### config.mk
export PLATFORM = sky130hd
export DESIGN_NAME = ars_top
export DESIGN_NICKNAME = d
export VERILOG_FILES = /design/src/inc/ars_pkg.sv /design/src/hdl/ars_top.sv
export SDC_FILE = /design/constraint.sdc
export NUM_CORES = 1
export LEC_CHECK = 0
export BUFFER_PORTS_ARGS = -buffer_cell sky130_fd_sc_hd__buf_4
export CAP_MARGIN = 20
export CORE_MARGIN = 2
export CORE_UTILIZATION = 25
export DETAILED_ROUTE_END_ITERATION = 10
export PLACE_DENSITY_LB_ADDON = 0.25
export SYNTH_ARGS = -nofsm -noshare
export SYNTH_HDL_FRONTEND = slang
export SYNTH_SLANG_ARGS = --single-unit
export TNS_END_PERCENT = 50
### constraint.sdc
create_clock -name CLK_IN -period 18 [get_ports CLK_IN]
set_clock_uncertainty 0.1 [all_clocks]
set_input_delay 2.7 -clock CLK_IN [delete_from_list [all_inputs] [get_ports CLK_IN]]
set_output_delay 2.7 -clock CLK_IN [all_outputs]
set_load 0.02 [all_outputs]
### src/inc/ars_pkg.sv
`default_nettype none
package ars_pkg;
    // Timing base
    localparam int ARS_CLK_KHZ = 25000;
    localparam int ARS_TW = 28;
    // Register byte offsets
    localparam logic [7:0] ARS_ADDR_CTRL = 8'h00;
    localparam logic [7:0] ARS_ADDR_SHOTS = 8'h04;
    localparam logic [7:0] ARS_ADDR_STATUS = 8'h08;
    localparam logic [7:0] ARS_ADDR_IRQ_STAT = 8'h0C;
    localparam logic [7:0] ARS_ADDR_IRQ_MASK = 8'h10;
    localparam logic [7:0] ARS_ADDR_T_RESTRAIN = 8'h14;
    localparam logic [7:0] ARS_ADDR_T_MAX_CLOSE = 8'h18;
    localparam logic [7:0] ARS_ADDR_T_DYNBLK = 8'h1C;
    localparam logic [7:0] ARS_ADDR_DEAD_BASE = 8'h20;
    localparam logic [7:0] ARS_ADDR_DEAD_LAST = 8'h3C;
    // Field positions
    localparam int ARS_CTRL_EN_BIT = 0;
    localparam int ARS_CTRL_AUXA_BIT = 1;
    localparam int ARS_CTRL_AUXB_BIT = 2;
    localparam int ARS_IRQ_CLOSE_BIT = 0;
    localparam int ARS_IRQ_RESET_BIT = 1;
    localparam int ARS_IRQ_BLOCK_BIT = 2;
    localparam int ARS_IRQ_W = 3;
    // Reset values, times in milliseconds
    localparam logic [2:0] ARS_CTRL_RST = 3'h1;
    localparam logic [7:0] ARS_SHOTS_RST = 8'h11;
    localparam logic [3:0] ARS_MAX_SHOTS = 4'h9;
    localparam int ARS_DEAD_MS = 500;
    localparam int ARS_RESTRAIN_MS = 3000;
    localparam int ARS_MAX_CLOSE_MS = 1000;
    localparam int ARS_DYNBLK_MS = 5000;
    localparam logic [ARS_TW-1:0] ARS_DEAD_RST = ARS_TW'(ARS_DEAD_MS * ARS_CLK_KHZ);
    localparam logic [ARS_TW-1:0] ARS_RESTRAIN_RST = ARS_TW'(ARS_RESTRAIN_MS * ARS_CLK_KHZ);
    localparam logic [ARS_TW-1:0] ARS_MAX_CLOSE_RST = ARS_TW'(ARS_MAX_CLOSE_MS * ARS_CLK_KHZ);
    localparam logic [ARS_TW-1:0] ARS_DYNBLK_RST = ARS_TW'(ARS_DYNBLK_MS * ARS_CLK_KHZ);
    // Bus answers
    localparam logic [1:0] ARS_RESP_OKAY = 2'h0;
    localparam logic [1:0] ARS_RESP_SLVERR = 2'h2;

    // Sequencer states
    typedef enum logic [2:0] {ST_IDLE, ST_WAIT_OPEN, ST_DEAD, ST_RESTRAIN, ST_DYNBLK} ars_state_type;

    // Protection and breaker pins; phase_pu[3] is ground, [2:0] phases
    typedef struct packed {
        logic trip_init;
        logic pickup_init;
        logic pickup_gen;
        logic aux_a;
        logic aux_b;
        logic [3:0] phase_pu;
    } ars_pins_type;
endpackage : ars_pkg
`default_nettype wire

### src/hdl/ars_top.sv
`timescale 1ns/1ps
`default_nettype none
module ars_top (
    // Clock and reset
    input wire logic CLK_IN,
    input wire logic RST_IN,
    // Protection and breaker pins
    input wire ars_pkg::ars_pins_type PINS_IN,
    // Breaker and event outputs
    output logic CLOSE_CMD_OUT,
    output logic DYN_BLOCK_OUT,
    output logic IRQ_OUT,
    // AXI4-Lite write channels
    input wire logic [7:0] S_AXI_AWADDR_IN,
    input wire logic S_AXI_AWVALID_IN,
    output logic S_AXI_AWREADY_OUT,
    input wire logic [31:0] S_AXI_WDATA_IN,
    input wire logic [3:0] S_AXI_WSTRB_IN,
    input wire logic S_AXI_WVALID_IN,
    output logic S_AXI_WREADY_OUT,
    output logic [1:0] S_AXI_BRESP_OUT,
    output logic S_AXI_BVALID_OUT,
    input wire logic S_AXI_BREADY_IN,
    // AXI4-Lite read channels
    input wire logic [7:0] S_AXI_ARADDR_IN,
    input wire logic S_AXI_ARVALID_IN,
    output logic S_AXI_ARREADY_OUT,
    output logic [31:0] S_AXI_RDATA_OUT,
    output logic [1:0] S_AXI_RRESP_OUT,
    output logic S_AXI_RVALID_OUT,
    input wire logic S_AXI_RREADY_IN
);
    import ars_pkg::*;

    // Pin synchronisers and trip edge
    ars_pins_type sync1_reg, sync2_reg;
    logic trip_prev_reg;
    logic trip_rise;

    // Sequencer state
    ars_state_type state_reg, state_next;
    logic prog_reg, prog_next;
    logic [3:0] shot_reg, shot_next;
    logic [ARS_TW-1:0] tmr_reg, tmr_next;
    logic [ARS_TW-1:0] close_tmr_reg, close_tmr_next;
    logic close_reg, close_next;
    logic dyn_reg, dyn_next;
    logic ev_close, ev_reset, ev_block;

    // Register file and bus state
    logic [2:0] ctrl_reg, ctrl_next;
    logic [7:0] shots_reg, shots_next;
    logic [ARS_IRQ_W-1:0] irq_stat_reg, irq_stat_next;
    logic [ARS_IRQ_W-1:0] irq_mask_reg, irq_mask_next;
    logic irq_reg, irq_next;
    logic [ARS_TW-1:0] trest_reg, trest_next;
    logic [ARS_TW-1:0] tclose_reg, tclose_next;
    logic [ARS_TW-1:0] tblk_reg, tblk_next;
    logic [ARS_TW-1:0] dead_reg [8];
    logic [ARS_TW-1:0] dead_next [8];
    logic aw_hold_reg, aw_hold_next, w_hold_reg, w_hold_next;
    logic [7:0] awaddr_reg, awaddr_next;
    logic [31:0] wdata_reg, wdata_next;
    logic [3:0] wstrb_reg, wstrb_next;
    logic awready_reg, awready_next, wready_reg, wready_next;
    logic bvalid_reg, bvalid_next, arready_reg, arready_next;
    logic rvalid_reg, rvalid_next;
    logic [1:0] bresp_reg, bresp_next, rresp_reg, rresp_next;
    logic [31:0] rdata_reg, rdata_next;

    // Helpers for the sequencer
    logic brk_open, gnd_fault;
    logic [3:0] max_shots;
    logic [1:0] dead_idx;

    // Byte-lane merge of a write into a stored word
    function automatic logic [31:0] merge(input logic [31:0] old_v, input logic [31:0] new_v,
                                          input logic [3:0] strb);
        logic [31:0] res;
        res = old_v;
        for (int i = 0; i < 4; i++)
        begin
            if (strb[i])
            begin
                res[i*8 +: 8] = new_v[i*8 +: 8];
            end
        end
        return res;
    endfunction : merge

    // Two flops before any logic sees a pin
    always_ff @(posedge CLK_IN or posedge RST_IN)
    begin
        if (RST_IN)
        begin
            sync1_reg <= '0;
            sync2_reg <= '0;
            trip_prev_reg <= 1'b0;
        end
        else
        begin
            sync1_reg <= PINS_IN;
            sync2_reg <= sync1_reg;
            trip_prev_reg <= sync2_reg.trip_init;
        end
    end
    assign trip_rise = sync2_reg.trip_init & ~trip_prev_reg;

    // Program choice, breaker position, dead time slot, shot limit
    always_comb
    begin
        // Any pickup with one phase at most, plus ground or not, picks ground program
        gnd_fault = (|sync2_reg.phase_pu) && (sync2_reg.phase_pu[2:0] == 3'h0 ||
                    sync2_reg.phase_pu[2:0] == 3'h1 || sync2_reg.phase_pu[2:0] == 3'h2 ||
                    sync2_reg.phase_pu[2:0] == 3'h4);
        // Contacts when wired, otherwise pickup dropout
        unique case ({ctrl_reg[ARS_CTRL_AUXB_BIT], ctrl_reg[ARS_CTRL_AUXA_BIT]})
            2'h3: brk_open = ~sync2_reg.aux_a & sync2_reg.aux_b;
            2'h2: brk_open = sync2_reg.aux_b;
            2'h1: brk_open = ~sync2_reg.aux_a;
            2'h0: brk_open = ~sync2_reg.pickup_gen;
        endcase
        // Shots past the fourth share the fourth slot
        dead_idx = (shot_reg >= 4'h3) ? 2'h3 : shot_reg[1:0];
        max_shots = prog_reg ? shots_reg[7:4] : shots_reg[3:0];
        if (max_shots > ARS_MAX_SHOTS)
        begin
            max_shots = ARS_MAX_SHOTS;
        end
    end

    // Sequencer next state
    always_comb
    begin
        state_next = state_reg;
        prog_next = prog_reg;
        shot_next = shot_reg;
        tmr_next = tmr_reg;
        close_tmr_next = close_tmr_reg;
        ev_close = 1'b0;
        ev_reset = 1'b0;
        ev_block = 1'b0;
        unique case (state_reg)
            ST_IDLE:
            begin
                shot_next = 4'h0;
                if (trip_rise && ctrl_reg[ARS_CTRL_EN_BIT])
                begin
                    // Zero shots in the chosen program means no start
                    prog_next = gnd_fault;
                    if ((gnd_fault ? shots_reg[7:4] : shots_reg[3:0]) != 4'h0)
                    begin
                        state_next = ST_WAIT_OPEN;
                    end
                end
            end
            ST_WAIT_OPEN:
            begin
                if (brk_open)
                begin
                    tmr_next = dead_reg[{prog_reg, dead_idx}];
                    state_next = ST_DEAD;
                end
            end
            ST_DEAD:
            begin
                tmr_next = tmr_reg - ARS_TW'(1);
                if (tmr_reg <= ARS_TW'(1))
                begin
                    // Close and restraint start together
                    close_tmr_next = tclose_reg;
                    tmr_next = trest_reg;
                    shot_next = shot_reg + 4'h1;
                    ev_close = 1'b1;
                    state_next = ST_RESTRAIN;
                end
            end
            ST_RESTRAIN:
            begin
                if (close_tmr_reg != '0)
                begin
                    close_tmr_next = close_tmr_reg - ARS_TW'(1);
                end
                if (tmr_reg != '0)
                begin
                    tmr_next = tmr_reg - ARS_TW'(1);
                end
                if (sync2_reg.pickup_init)
                begin
                    tmr_next = trest_reg;
                end
                if (trip_rise)
                begin
                    close_tmr_next = '0;
                    if (shot_reg < max_shots)
                    begin
                        // Failed shot: restraint cancelled, next cycle
                        tmr_next = '0;
                        state_next = ST_WAIT_OPEN;
                    end
                    else
                    begin
                        tmr_next = tblk_reg;
                        ev_block = 1'b1;
                        state_next = ST_DYNBLK;
                    end
                end
                else if (tmr_reg <= ARS_TW'(1) && !sync2_reg.pickup_init && close_tmr_reg <= ARS_TW'(1))
                begin
                    // Restraint only ends once the close pulse is over
                    shot_next = 4'h0;
                    ev_reset = 1'b1;
                    state_next = ST_IDLE;
                end
            end
            ST_DYNBLK:
            begin
                tmr_next = tmr_reg - ARS_TW'(1);
                if (tmr_reg <= ARS_TW'(1))
                begin
                    // Trip or pickup still present keeps the block
                    if (sync2_reg.trip_init || sync2_reg.pickup_gen)
                    begin
                        tmr_next = tblk_reg;
                    end
                    else
                    begin
                        shot_next = 4'h0;
                        state_next = ST_IDLE;
                    end
                end
            end
            default:
            begin
                state_next = ST_IDLE;
            end
        endcase
        close_next = (close_tmr_next != '0);
        dyn_next = (state_next == ST_DYNBLK);
    end

    // Sequencer registers
    always_ff @(posedge CLK_IN or posedge RST_IN)
    begin
        if (RST_IN)
        begin
            state_reg <= ST_IDLE;
            prog_reg <= 1'b0;
            shot_reg <= 4'h0;
            tmr_reg <= '0;
            close_tmr_reg <= '0;
            close_reg <= 1'b0;
            dyn_reg <= 1'b0;
        end
        else
        begin
            state_reg <= state_next;
            prog_reg <= prog_next;
            shot_reg <= shot_next;
            tmr_reg <= tmr_next;
            close_tmr_reg <= close_tmr_next;
            close_reg <= close_next;
            dyn_reg <= dyn_next;
        end
    end

    // Bus slave, register writes and reads, interrupt status
    always_comb
    begin
        logic [ARS_IRQ_W-1:0] clr;
        clr = '0;
        ctrl_next = ctrl_reg;
        shots_next = shots_reg;
        irq_mask_next = irq_mask_reg;
        trest_next = trest_reg;
        tclose_next = tclose_reg;
        tblk_next = tblk_reg;
        dead_next = dead_reg;
        aw_hold_next = aw_hold_reg;
        w_hold_next = w_hold_reg;
        awaddr_next = awaddr_reg;
        wdata_next = wdata_reg;
        wstrb_next = wstrb_reg;
        bvalid_next = bvalid_reg & ~S_AXI_BREADY_IN;
        bresp_next = bresp_reg;
        rvalid_next = rvalid_reg & ~S_AXI_RREADY_IN;
        rresp_next = rresp_reg;
        rdata_next = rdata_reg;
        // Address and data are taken in either order
        if (S_AXI_AWVALID_IN && awready_reg)
        begin
            aw_hold_next = 1'b1;
            awaddr_next = S_AXI_AWADDR_IN;
        end
        if (S_AXI_WVALID_IN && wready_reg)
        begin
            w_hold_next = 1'b1;
            wdata_next = S_AXI_WDATA_IN;
            wstrb_next = S_AXI_WSTRB_IN;
        end
        if (aw_hold_reg && w_hold_reg && !bvalid_reg)
        begin
            aw_hold_next = 1'b0;
            w_hold_next = 1'b0;
            bvalid_next = 1'b1;
            bresp_next = ARS_RESP_OKAY;
            unique case (awaddr_reg)
                ARS_ADDR_CTRL: ctrl_next = 3'(merge(32'(ctrl_reg), wdata_reg, wstrb_reg));
                ARS_ADDR_SHOTS: shots_next = 8'(merge(32'(shots_reg), wdata_reg, wstrb_reg));
                ARS_ADDR_IRQ_STAT: clr = ARS_IRQ_W'(merge(32'h0, wdata_reg, wstrb_reg));
                ARS_ADDR_IRQ_MASK: irq_mask_next = ARS_IRQ_W'(merge(32'(irq_mask_reg), wdata_reg, wstrb_reg));
                ARS_ADDR_T_RESTRAIN: trest_next = ARS_TW'(merge(32'(trest_reg), wdata_reg, wstrb_reg));
                ARS_ADDR_T_MAX_CLOSE: tclose_next = ARS_TW'(merge(32'(tclose_reg), wdata_reg, wstrb_reg));
                ARS_ADDR_T_DYNBLK: tblk_next = ARS_TW'(merge(32'(tblk_reg), wdata_reg, wstrb_reg));
                ARS_ADDR_STATUS: bresp_next = ARS_RESP_SLVERR;
                default:
                begin
                    // Dead time slots: program in bit 4, shot in bits 3:2
                    if (awaddr_reg >= ARS_ADDR_DEAD_BASE && awaddr_reg <= ARS_ADDR_DEAD_LAST &&
                        awaddr_reg[1:0] == 2'h0)
                    begin
                        dead_next[awaddr_reg[4:2]] = ARS_TW'(merge(32'(dead_reg[awaddr_reg[4:2]]),
                                                                     wdata_reg, wstrb_reg));
                    end
                    else
                    begin
                        bresp_next = ARS_RESP_SLVERR;
                    end
                end
            endcase
        end
        // A fresh event outweighs a same-cycle clear
        irq_stat_next = (irq_stat_reg & ~clr) |
                        {ev_block, ev_reset, ev_close};
        irq_next = |(irq_stat_next & irq_mask_next);
        if (S_AXI_ARVALID_IN && arready_reg)
        begin
            rvalid_next = 1'b1;
            rresp_next = ARS_RESP_OKAY;
            unique case (S_AXI_ARADDR_IN)
                ARS_ADDR_CTRL: rdata_next = 32'(ctrl_reg);
                ARS_ADDR_SHOTS: rdata_next = 32'(shots_reg);
                ARS_ADDR_STATUS: rdata_next = 32'({close_reg, dyn_reg, prog_reg, shot_reg, 3'(state_reg)});
                ARS_ADDR_IRQ_STAT: rdata_next = 32'(irq_stat_reg);
                ARS_ADDR_IRQ_MASK: rdata_next = 32'(irq_mask_reg);
                ARS_ADDR_T_RESTRAIN: rdata_next = 32'(trest_reg);
                ARS_ADDR_T_MAX_CLOSE: rdata_next = 32'(tclose_reg);
                ARS_ADDR_T_DYNBLK: rdata_next = 32'(tblk_reg);
                default:
                begin
                    if (S_AXI_ARADDR_IN >= ARS_ADDR_DEAD_BASE && S_AXI_ARADDR_IN <= ARS_ADDR_DEAD_LAST &&
                        S_AXI_ARADDR_IN[1:0] == 2'h0)
                    begin
                        rdata_next = 32'(dead_reg[S_AXI_ARADDR_IN[4:2]]);
                    end
                    else
                    begin
                        rdata_next = 32'h0;
                        rresp_next = ARS_RESP_SLVERR;
                    end
                end
            endcase
        end
        // One transaction in each direction at a time
        awready_next = ~aw_hold_next & ~bvalid_next;
        wready_next = ~w_hold_next & ~bvalid_next;
        arready_next = ~rvalid_next;
    end

    // Bus and register file flops
    always_ff @(posedge CLK_IN or posedge RST_IN)
    begin
        if (RST_IN)
        begin
            ctrl_reg <= ARS_CTRL_RST;
            shots_reg <= ARS_SHOTS_RST;
            irq_stat_reg <= '0;
            irq_mask_reg <= '0;
            irq_reg <= 1'b0;
            trest_reg <= ARS_RESTRAIN_RST;
            tclose_reg <= ARS_MAX_CLOSE_RST;
            tblk_reg <= ARS_DYNBLK_RST;
            for (int i = 0; i < 8; i++)
            begin
                dead_reg[i] <= ARS_DEAD_RST;
            end
            aw_hold_reg <= 1'b0;
            w_hold_reg <= 1'b0;
            awaddr_reg <= 8'h00;
            wdata_reg <= 32'h0;
            wstrb_reg <= 4'h0;
            awready_reg <= 1'b0;
            wready_reg <= 1'b0;
            bvalid_reg <= 1'b0;
            bresp_reg <= ARS_RESP_OKAY;
            arready_reg <= 1'b0;
            rvalid_reg <= 1'b0;
            rresp_reg <= ARS_RESP_OKAY;
            rdata_reg <= 32'h0;
        end
        else
        begin
            ctrl_reg <= ctrl_next;
            shots_reg <= shots_next;
            irq_stat_reg <= irq_stat_next;
            irq_mask_reg <= irq_mask_next;
            irq_reg <= irq_next;
            trest_reg <= trest_next;
            tclose_reg <= tclose_next;
            tblk_reg <= tblk_next;
            dead_reg <= dead_next;
            aw_hold_reg <= aw_hold_next;
            w_hold_reg <= w_hold_next;
            awaddr_reg <= awaddr_next;
            wdata_reg <= wdata_next;
            wstrb_reg <= wstrb_next;
            awready_reg <= awready_next;
            wready_reg <= wready_next;
            bvalid_reg <= bvalid_next;
            bresp_reg <= bresp_next;
            arready_reg <= arready_next;
            rvalid_reg <= rvalid_next;
            rresp_reg <= rresp_next;
            rdata_reg <= rdata_next;
        end
    end

    // Outputs straight from flops
    assign CLOSE_CMD_OUT = close_reg;
    assign DYN_BLOCK_OUT = dyn_reg;
    assign IRQ_OUT = irq_reg;
    assign S_AXI_AWREADY_OUT = awready_reg;
    assign S_AXI_WREADY_OUT = wready_reg;
    assign S_AXI_BVALID_OUT = bvalid_reg;
    assign S_AXI_BRESP_OUT = bresp_reg;
    assign S_AXI_ARREADY_OUT = arready_reg;
    assign S_AXI_RVALID_OUT = rvalid_reg;
    assign S_AXI_RRESP_OUT = rresp_reg;
    assign S_AXI_RDATA_OUT = rdata_reg;
endmodule : ars_top
`default_nettype wire

==> results of run 1 <==
per-layer routing:
layer / wire (um) / vias up / GRT usage (%)
li1: - / 9632 / -
met1: 43980 / 10878 / 24.82
met4: 2734 / 2 / 4.889
met3: 5082 / 142 / 2.510
met5: 10 / - / 0
met2: 45240 / 638 / 28.30
cells by family after synthesis:
family / Yosys count
compound gates: 747
xor+xnor: 5
fa+ha+maj: 9
buf+inv: 228
flops: 488
mux: 347
other cells: 1
simple gates: 738
per-stage QoR:
stage / instance area, sq um / cells
2_1_floorplan: 26630 / 2568
3_3_place_gp: 28870 / 3914
3_5_place_dp: 28870 / 3915
4_1_cts: 30900 / 4019
5_1_grt: 30910 / 4020
6_report: 30910 / 4020
area by class of cell:
cell class | instances | area [sq um] | area share (%)
clock inverter | 26 | 374.1 | 1.210
timing repair buffer | 158 | 1194 | 3.862
tap | 1391 | 1740 | 5.631
clock buffer | 78 | 1655 | 5.356
multi-input combinational | 1852 | 13450 | 43.50
inverter | 27 | 108.9 | 0.3522
sequential | 488 | 12390 | 40.09
cells in the final DEF (no fill, tap or decap), drive strengths merged, types with 19 or more instances in the layout:
master and count:
a21oi 112, dfrtp 354, o21ai 330, mux2 166
nand2 421, mux4 125, nor3 38, nand3 26
o22ai 51, nor2 117, o221ai 19, dfstp 134
mux2i 56, clkbuf 78, a211oi 20, a31oi 22
nor4 35, a22oi 53, inv 26, buf 158
critical path, stage by stage:
cell	delay (ps)
buf_4	130
inv_8	560
buf_4	810
buf_12	570
buf_4	750
worst max path at each step:
stage | startpoint | to | slack [ps]
6_report | RST_IN | awaddr_reg[2]$_DFFE_PP0P_ | 12590
5_1_grt | RST_IN | awaddr_reg[2]$_DFFE_PP0P_ | 12050
4_1_cts | RST_IN | awaddr_reg[2]$_DFFE_PP0P_ | 12420
3_5_place_dp | RST_IN | awaddr_reg[2]$_DFFE_PP0P_ | 11740
3_3_place_gp | RST_IN | awaddr_reg[2]$_DFFE_PP0P_ | 11790
2_1_floorplan | RST_IN | CLOSE_CMD_OUT$_DFF_PP0_ | 1800
report_power, final:
part / switching (W) / internal, W / total (W) / leakage, nW
combinational: 0.000475 / 0.000334 / 0.000808 / 4.94
sequential: 0.000310 / 0.00127 / 0.00158 / 6.06
clock: 0.000498 / 0.000768 / 0.00127 / 0.989
total: 0.00128 / 0.00237 / 0.00365 / 12.0
==> results.md, run 1 <==
* I/O pins at 112
* Synth area leader: dfrtp_1
* Worst EP required at 18440 ps
* Final setup violation count at 0
* Gr ovfl total at 0
* Worst-path fanout max at 132
* Synth Area in XOR/XNOR at 0.1645%
* Crit path launch type: primary input
* Share of the synthesized area in the top cell type at 33.28%
* Detailed Routing Iterations Pass 1 at 11
* # Post-CTS Setup Buffers at 0
* Dominant synthesized flop cell: dfrtp_1
* Max FFs per register at 224
* Register bit total from synthesis at 488
* FP Rows at 119
* Core footprint at 105400 sq um
* Pre-CTS setup slack at 11740 ps
* Post-synthesis mux area share at 19.72%
* Mapped Cells at 2563
* Antenna Violating Nets Remaining at 0
* Critical Path AT at 5850 ps
* Adder-cell share of the synthesized area at 0.4231%
* Initial Util at 25.25%
* Hold Crit Class: reg -> reg
* First-pass GRT wire length at 144600 um
* Synthesized area at 26610 sq um
* Maximum VDD drop at 0.08169 mV
* ANT cells at 0
* PD cells at 118.2 nW/um^2
* Die span in x at 330.3 um
* Synth Area per Inst at 10.38 sq um
* Post_cts resized at 0
* Min cycle time layout at 5410 ps
* Pleak at 11.99 nW
* CTS sink cnt at 488
* Crit path kind: in -> async
* Die Y at 330.3 um
* DRC viols at 5
* RSZ-0062 raised after global routing: no
* CTS Buf Count at 56
* F_max at 0.1848 GHz
* Die ar. at 109100 sq um
* Largest family of logic cells by synthesized area: multiplexers
* GP Congestion at 0.8716
* Most frequent cell after synthesis: nand2_1
* Slew Limit Fails at 0
* Most instantiated cells after synthesis: nand2_1 (420), dfrtp_1 (354), o21ai_0 (330), mux2_2 (166), clkbuf_1 (153)
* Worst Tran Pin Value at 1011 ps
* Gr usage total at 17.65%
* Vias/cell at 5.297
* Simple-gate portion of the synthesized area at 12.52%
* Clock Latency Late Sink at 630 ps
* Maximum clock path buffer count at 3
* R2R setup slack at 13730 ps
* Max-cap violations at 0
* Hold Crit Endpoint: sync2_reg[6]$_DFF_PP0_
* Slew headroom at 32.45%
* Synth cell types at 86
* Largest net degree at the start of global routing at 133
* Final net count at 2660
* Hold path depth at 0
* Count of hold buffers inserted by post-cts repair at 0
* H-tree levels at 2
* CP Capture Type: asynchronous set/reset pin
* Initial antenna violation count at 2
* Failing checks: DRC
* Hpwl dp at 63860 um
* R2r endpoint: tmr_reg[23]$_DFFE_PP0P_
* HP Start: sync1_reg[6]$_DFF_PP0_
* R2R cell count at 12
* Total Power at 0.003653 W
* Number of hold violations in the final report at 0
* Largest cells by area after synthesis: dfrtp_1 (33%), dfstp_2 (13%), mux4_2 (10%), mux2_2 (7.0%), o21ai_0 (6.2%)
* Fin crit share at 30.06%
* CTS tree: built
* Fill cells at 10959
* Final core occ at 29.32%
* WHS at 246.2 ps
* Reg clk slew, reported paths at 60 ps
* Post-synth EDFFs at 0
* Post-synthesis sequential area ratio at 46.51%
* Clk Tree Root Cell: clkbuf_16
* Async SR Flop Fraction at 100.0%
* WL per Instance at 24.14 um
* Vias in the first global route at 20670
* Initial DRC Count at 1857
* Post-Route Setup TNS at 0 ps
* Warning count from the yosys run at 0
* Worst setup margin at 12590 ps
* R2R Path Start: shot_reg[1]$_DFFE_PP0P_
* WL final at 97050 um
* I/O Buffers at 101
* Status: complete, but fails checks
* Area growth, synth to finish at 16.13%
* Share of layout cells above drive strength 1 at 27.81%
* Via count at 21292
* Compound-Gate Fraction of Synth Area at 17.26%
(Power assumes the default switching activity.)
==> inputs of run 2 (changes only) <==
- clock period: 18 -> 4.4 ns (I/O delays scaled with it)
==> results.md, run 2 (same netlist as run 1, synthesis figures left out) <==
* H-tree levels at 2
* FP Rows at 119
* Max stage delay on crit path at 650 ps
* Initial DRC Count at 1872
* Final net count at 2711
* Worst EP required at 4790 ps
* Commonest cells after routing, fill and taps aside: nand2_1 (412), dfrtp_1 (350), o21ai_0 (330), buf_4 (186), mux2_2 (166)
* CTS sink cnt at 488
* Finished Cell Area at 31360 sq um
* I/O Buffers at 101
* CP Capture Type: flip-flop
* Gr usage total at 17.93%
* # Post-CTS Setup Buffers at 0
* Total Power at 0.01476 W
* Clock Latency Late Sink at 650 ps
* Die span in x at 330.3 um
* Buffers & Inverters on Critical Path at 0
* Clk Tree Root Cell: clkbuf_16
* CTS Buf Count at 56
* First-pass GRT wire length at 146200 um
* PD cells at 470.9 nW/um^2
* Count of hold buffers inserted by post-cts repair at 9
* Reg clk slew, reported paths at 60 ps
* Crit-path cells: nor3_1, nand4_1, or3_1, a22oi_1, o221ai_1, or4_1, nor4_1, nand4_1
* Via count at 21310
* I/O pins at 112
* Worst setup margin at 618.8 ps
* Number of hold violations in the final report at 0
* Slew headroom at 35.45%
* Worst Tran Pin Value at 964.9 ps
* Crit path launch type: flip-flop
* Share of layout cells above drive strength 1 at 28.56%
* Maximum VDD drop at 0.2925 mV
* Die ar. at 109100 sq um
* Failing checks: DRC
* Core footprint at 105400 sq um
* Area growth, synth to finish at 17.82%
* Max FFs per register at 224
* Final setup violation count at 0
* Vias/cell at 5.231
* Hpwl dp at 66200 um
* Detailed Routing Iterations Pass 1 at 9
* Slowest stage cell, crit path: or3_1
* GP Congestion at 0.8949
* Critical Path Most Common Cell: nand4_1
* Maximum clock path buffer count at 3
* Post-Route Setup TNS at 0 ps
* Fin crit share at 85.94%
* Min cycle time layout at 3781 ps
* Cell family with most CP delay: simple AND/OR/NAND/NOR gates
* DRC viols at 12
* Initial antenna violation count at 6
* Worst-path fanout max at 10
* Max-cap violations at 0
* Pleak at 12.22 nW
* Largest net degree at the start of global routing at 123
* Commonest non-fill, non-tap cell in the layout: nand2_1
* Die Y at 330.3 um
* RSZ-0062 raised after global routing: no
* F_max at 0.2645 GHz
* Status: complete, but fails checks
* Slew Limit Fails at 0
* WL per Instance at 24.08 um
* Critical Path AT at 4170 ps
* DP Area at 29350 sq um
* Pre-CTS setup slack at 660.2 ps
* Hold Crit Class: in -> async
* Gr ovfl total at 0
* Initial Util at 25.25%
* Vias in the first global route at 20834
* Post_cts resized at 0
* Crit path kind: reg -> reg
* CTS tree: built
* Antenna Violating Nets Remaining at 0
* WL final at 98090 um
-- run 2: where the power goes --
part | switching (W) | internal, W | total, W
combinational | 0.00198 | 0.00142 | 0.00340
sequential | 0.00125 | 0.00519 | 0.00644
clock | 0.00205 | 0.00288 | 0.00492
-- run 2: path summary, 6_finish.rpt --
path | start | end | slack (ps) | depth (start not counted)
max reg2reg | tmr_reg[23]$_DFFE_PP0P_ | CLOSE_CMD_OUT$_DFF_PP0_ | 620 | 8
min | RST_IN | dead_reg[32]$_DFFE_PP0P_ | 40 | 2
min reg2reg | sync1_reg[3]$_DFF_PP0_ | sync2_reg[3]$_DFF_PP0_ | 240 | 0
max in group asynchronous | RST_IN | wdata_reg[2]$_DFFE_PP0P_ | 2970 | 4
min in group CLK_IN | S_AXI_AWADDR_IN[1] | awaddr_reg[1]$_DFFE_PP0P_ | 140 | 2
max | tmr_reg[23]$_DFFE_PP0P_ | CLOSE_CMD_OUT$_DFF_PP0_ | 620 | 8
-- run 2: metrics by stage --
| stage | utilization, % | std cells | hold WS, ps |
|---|---|---|---|
| after global placement | 27.84 | 3958 | 234.0 |
| after detailed placement | 27.84 | 3958 | 237.0 |
| after CTS | 29.74 | 4073 | 22.61 |
| final | 29.75 | 4074 | 44.97 |
| after global routing | 29.74 | 4073 | 62.58 |
| after floorplan | - | 2568 | 231.2 |
-- run 2: final cells by class --
cell class | instances | area [sq um]
Antenna cell | 1 | 2.502
Clock buffer | 87 | 1689
Clock inverter | 19 | 227.7
Fill cell | 10985 | 74060
Inverter | 27 | 105.1
Multi-Input combinational cell | 1852 | 13440
Sequential cell | 488 | 12390
Tap cell | 1391 | 1740
Timing Repair Buffer | 209 | 1767
-- run 2: per-layer routing --
layer / global-route usage, % / part of all wire [%] / wire length [um] / vias up
met5: 0 / 0 / 0 / -
met4: 5.784 / 3.3 / 3216 / 0
met3: 2.246 / 4.8 / 4665 / 150
met2: 28.72 / 47 / 45630 / 612
li1: - / - / - / 9723
met1: 25.09 / 45 / 44570 / 10825
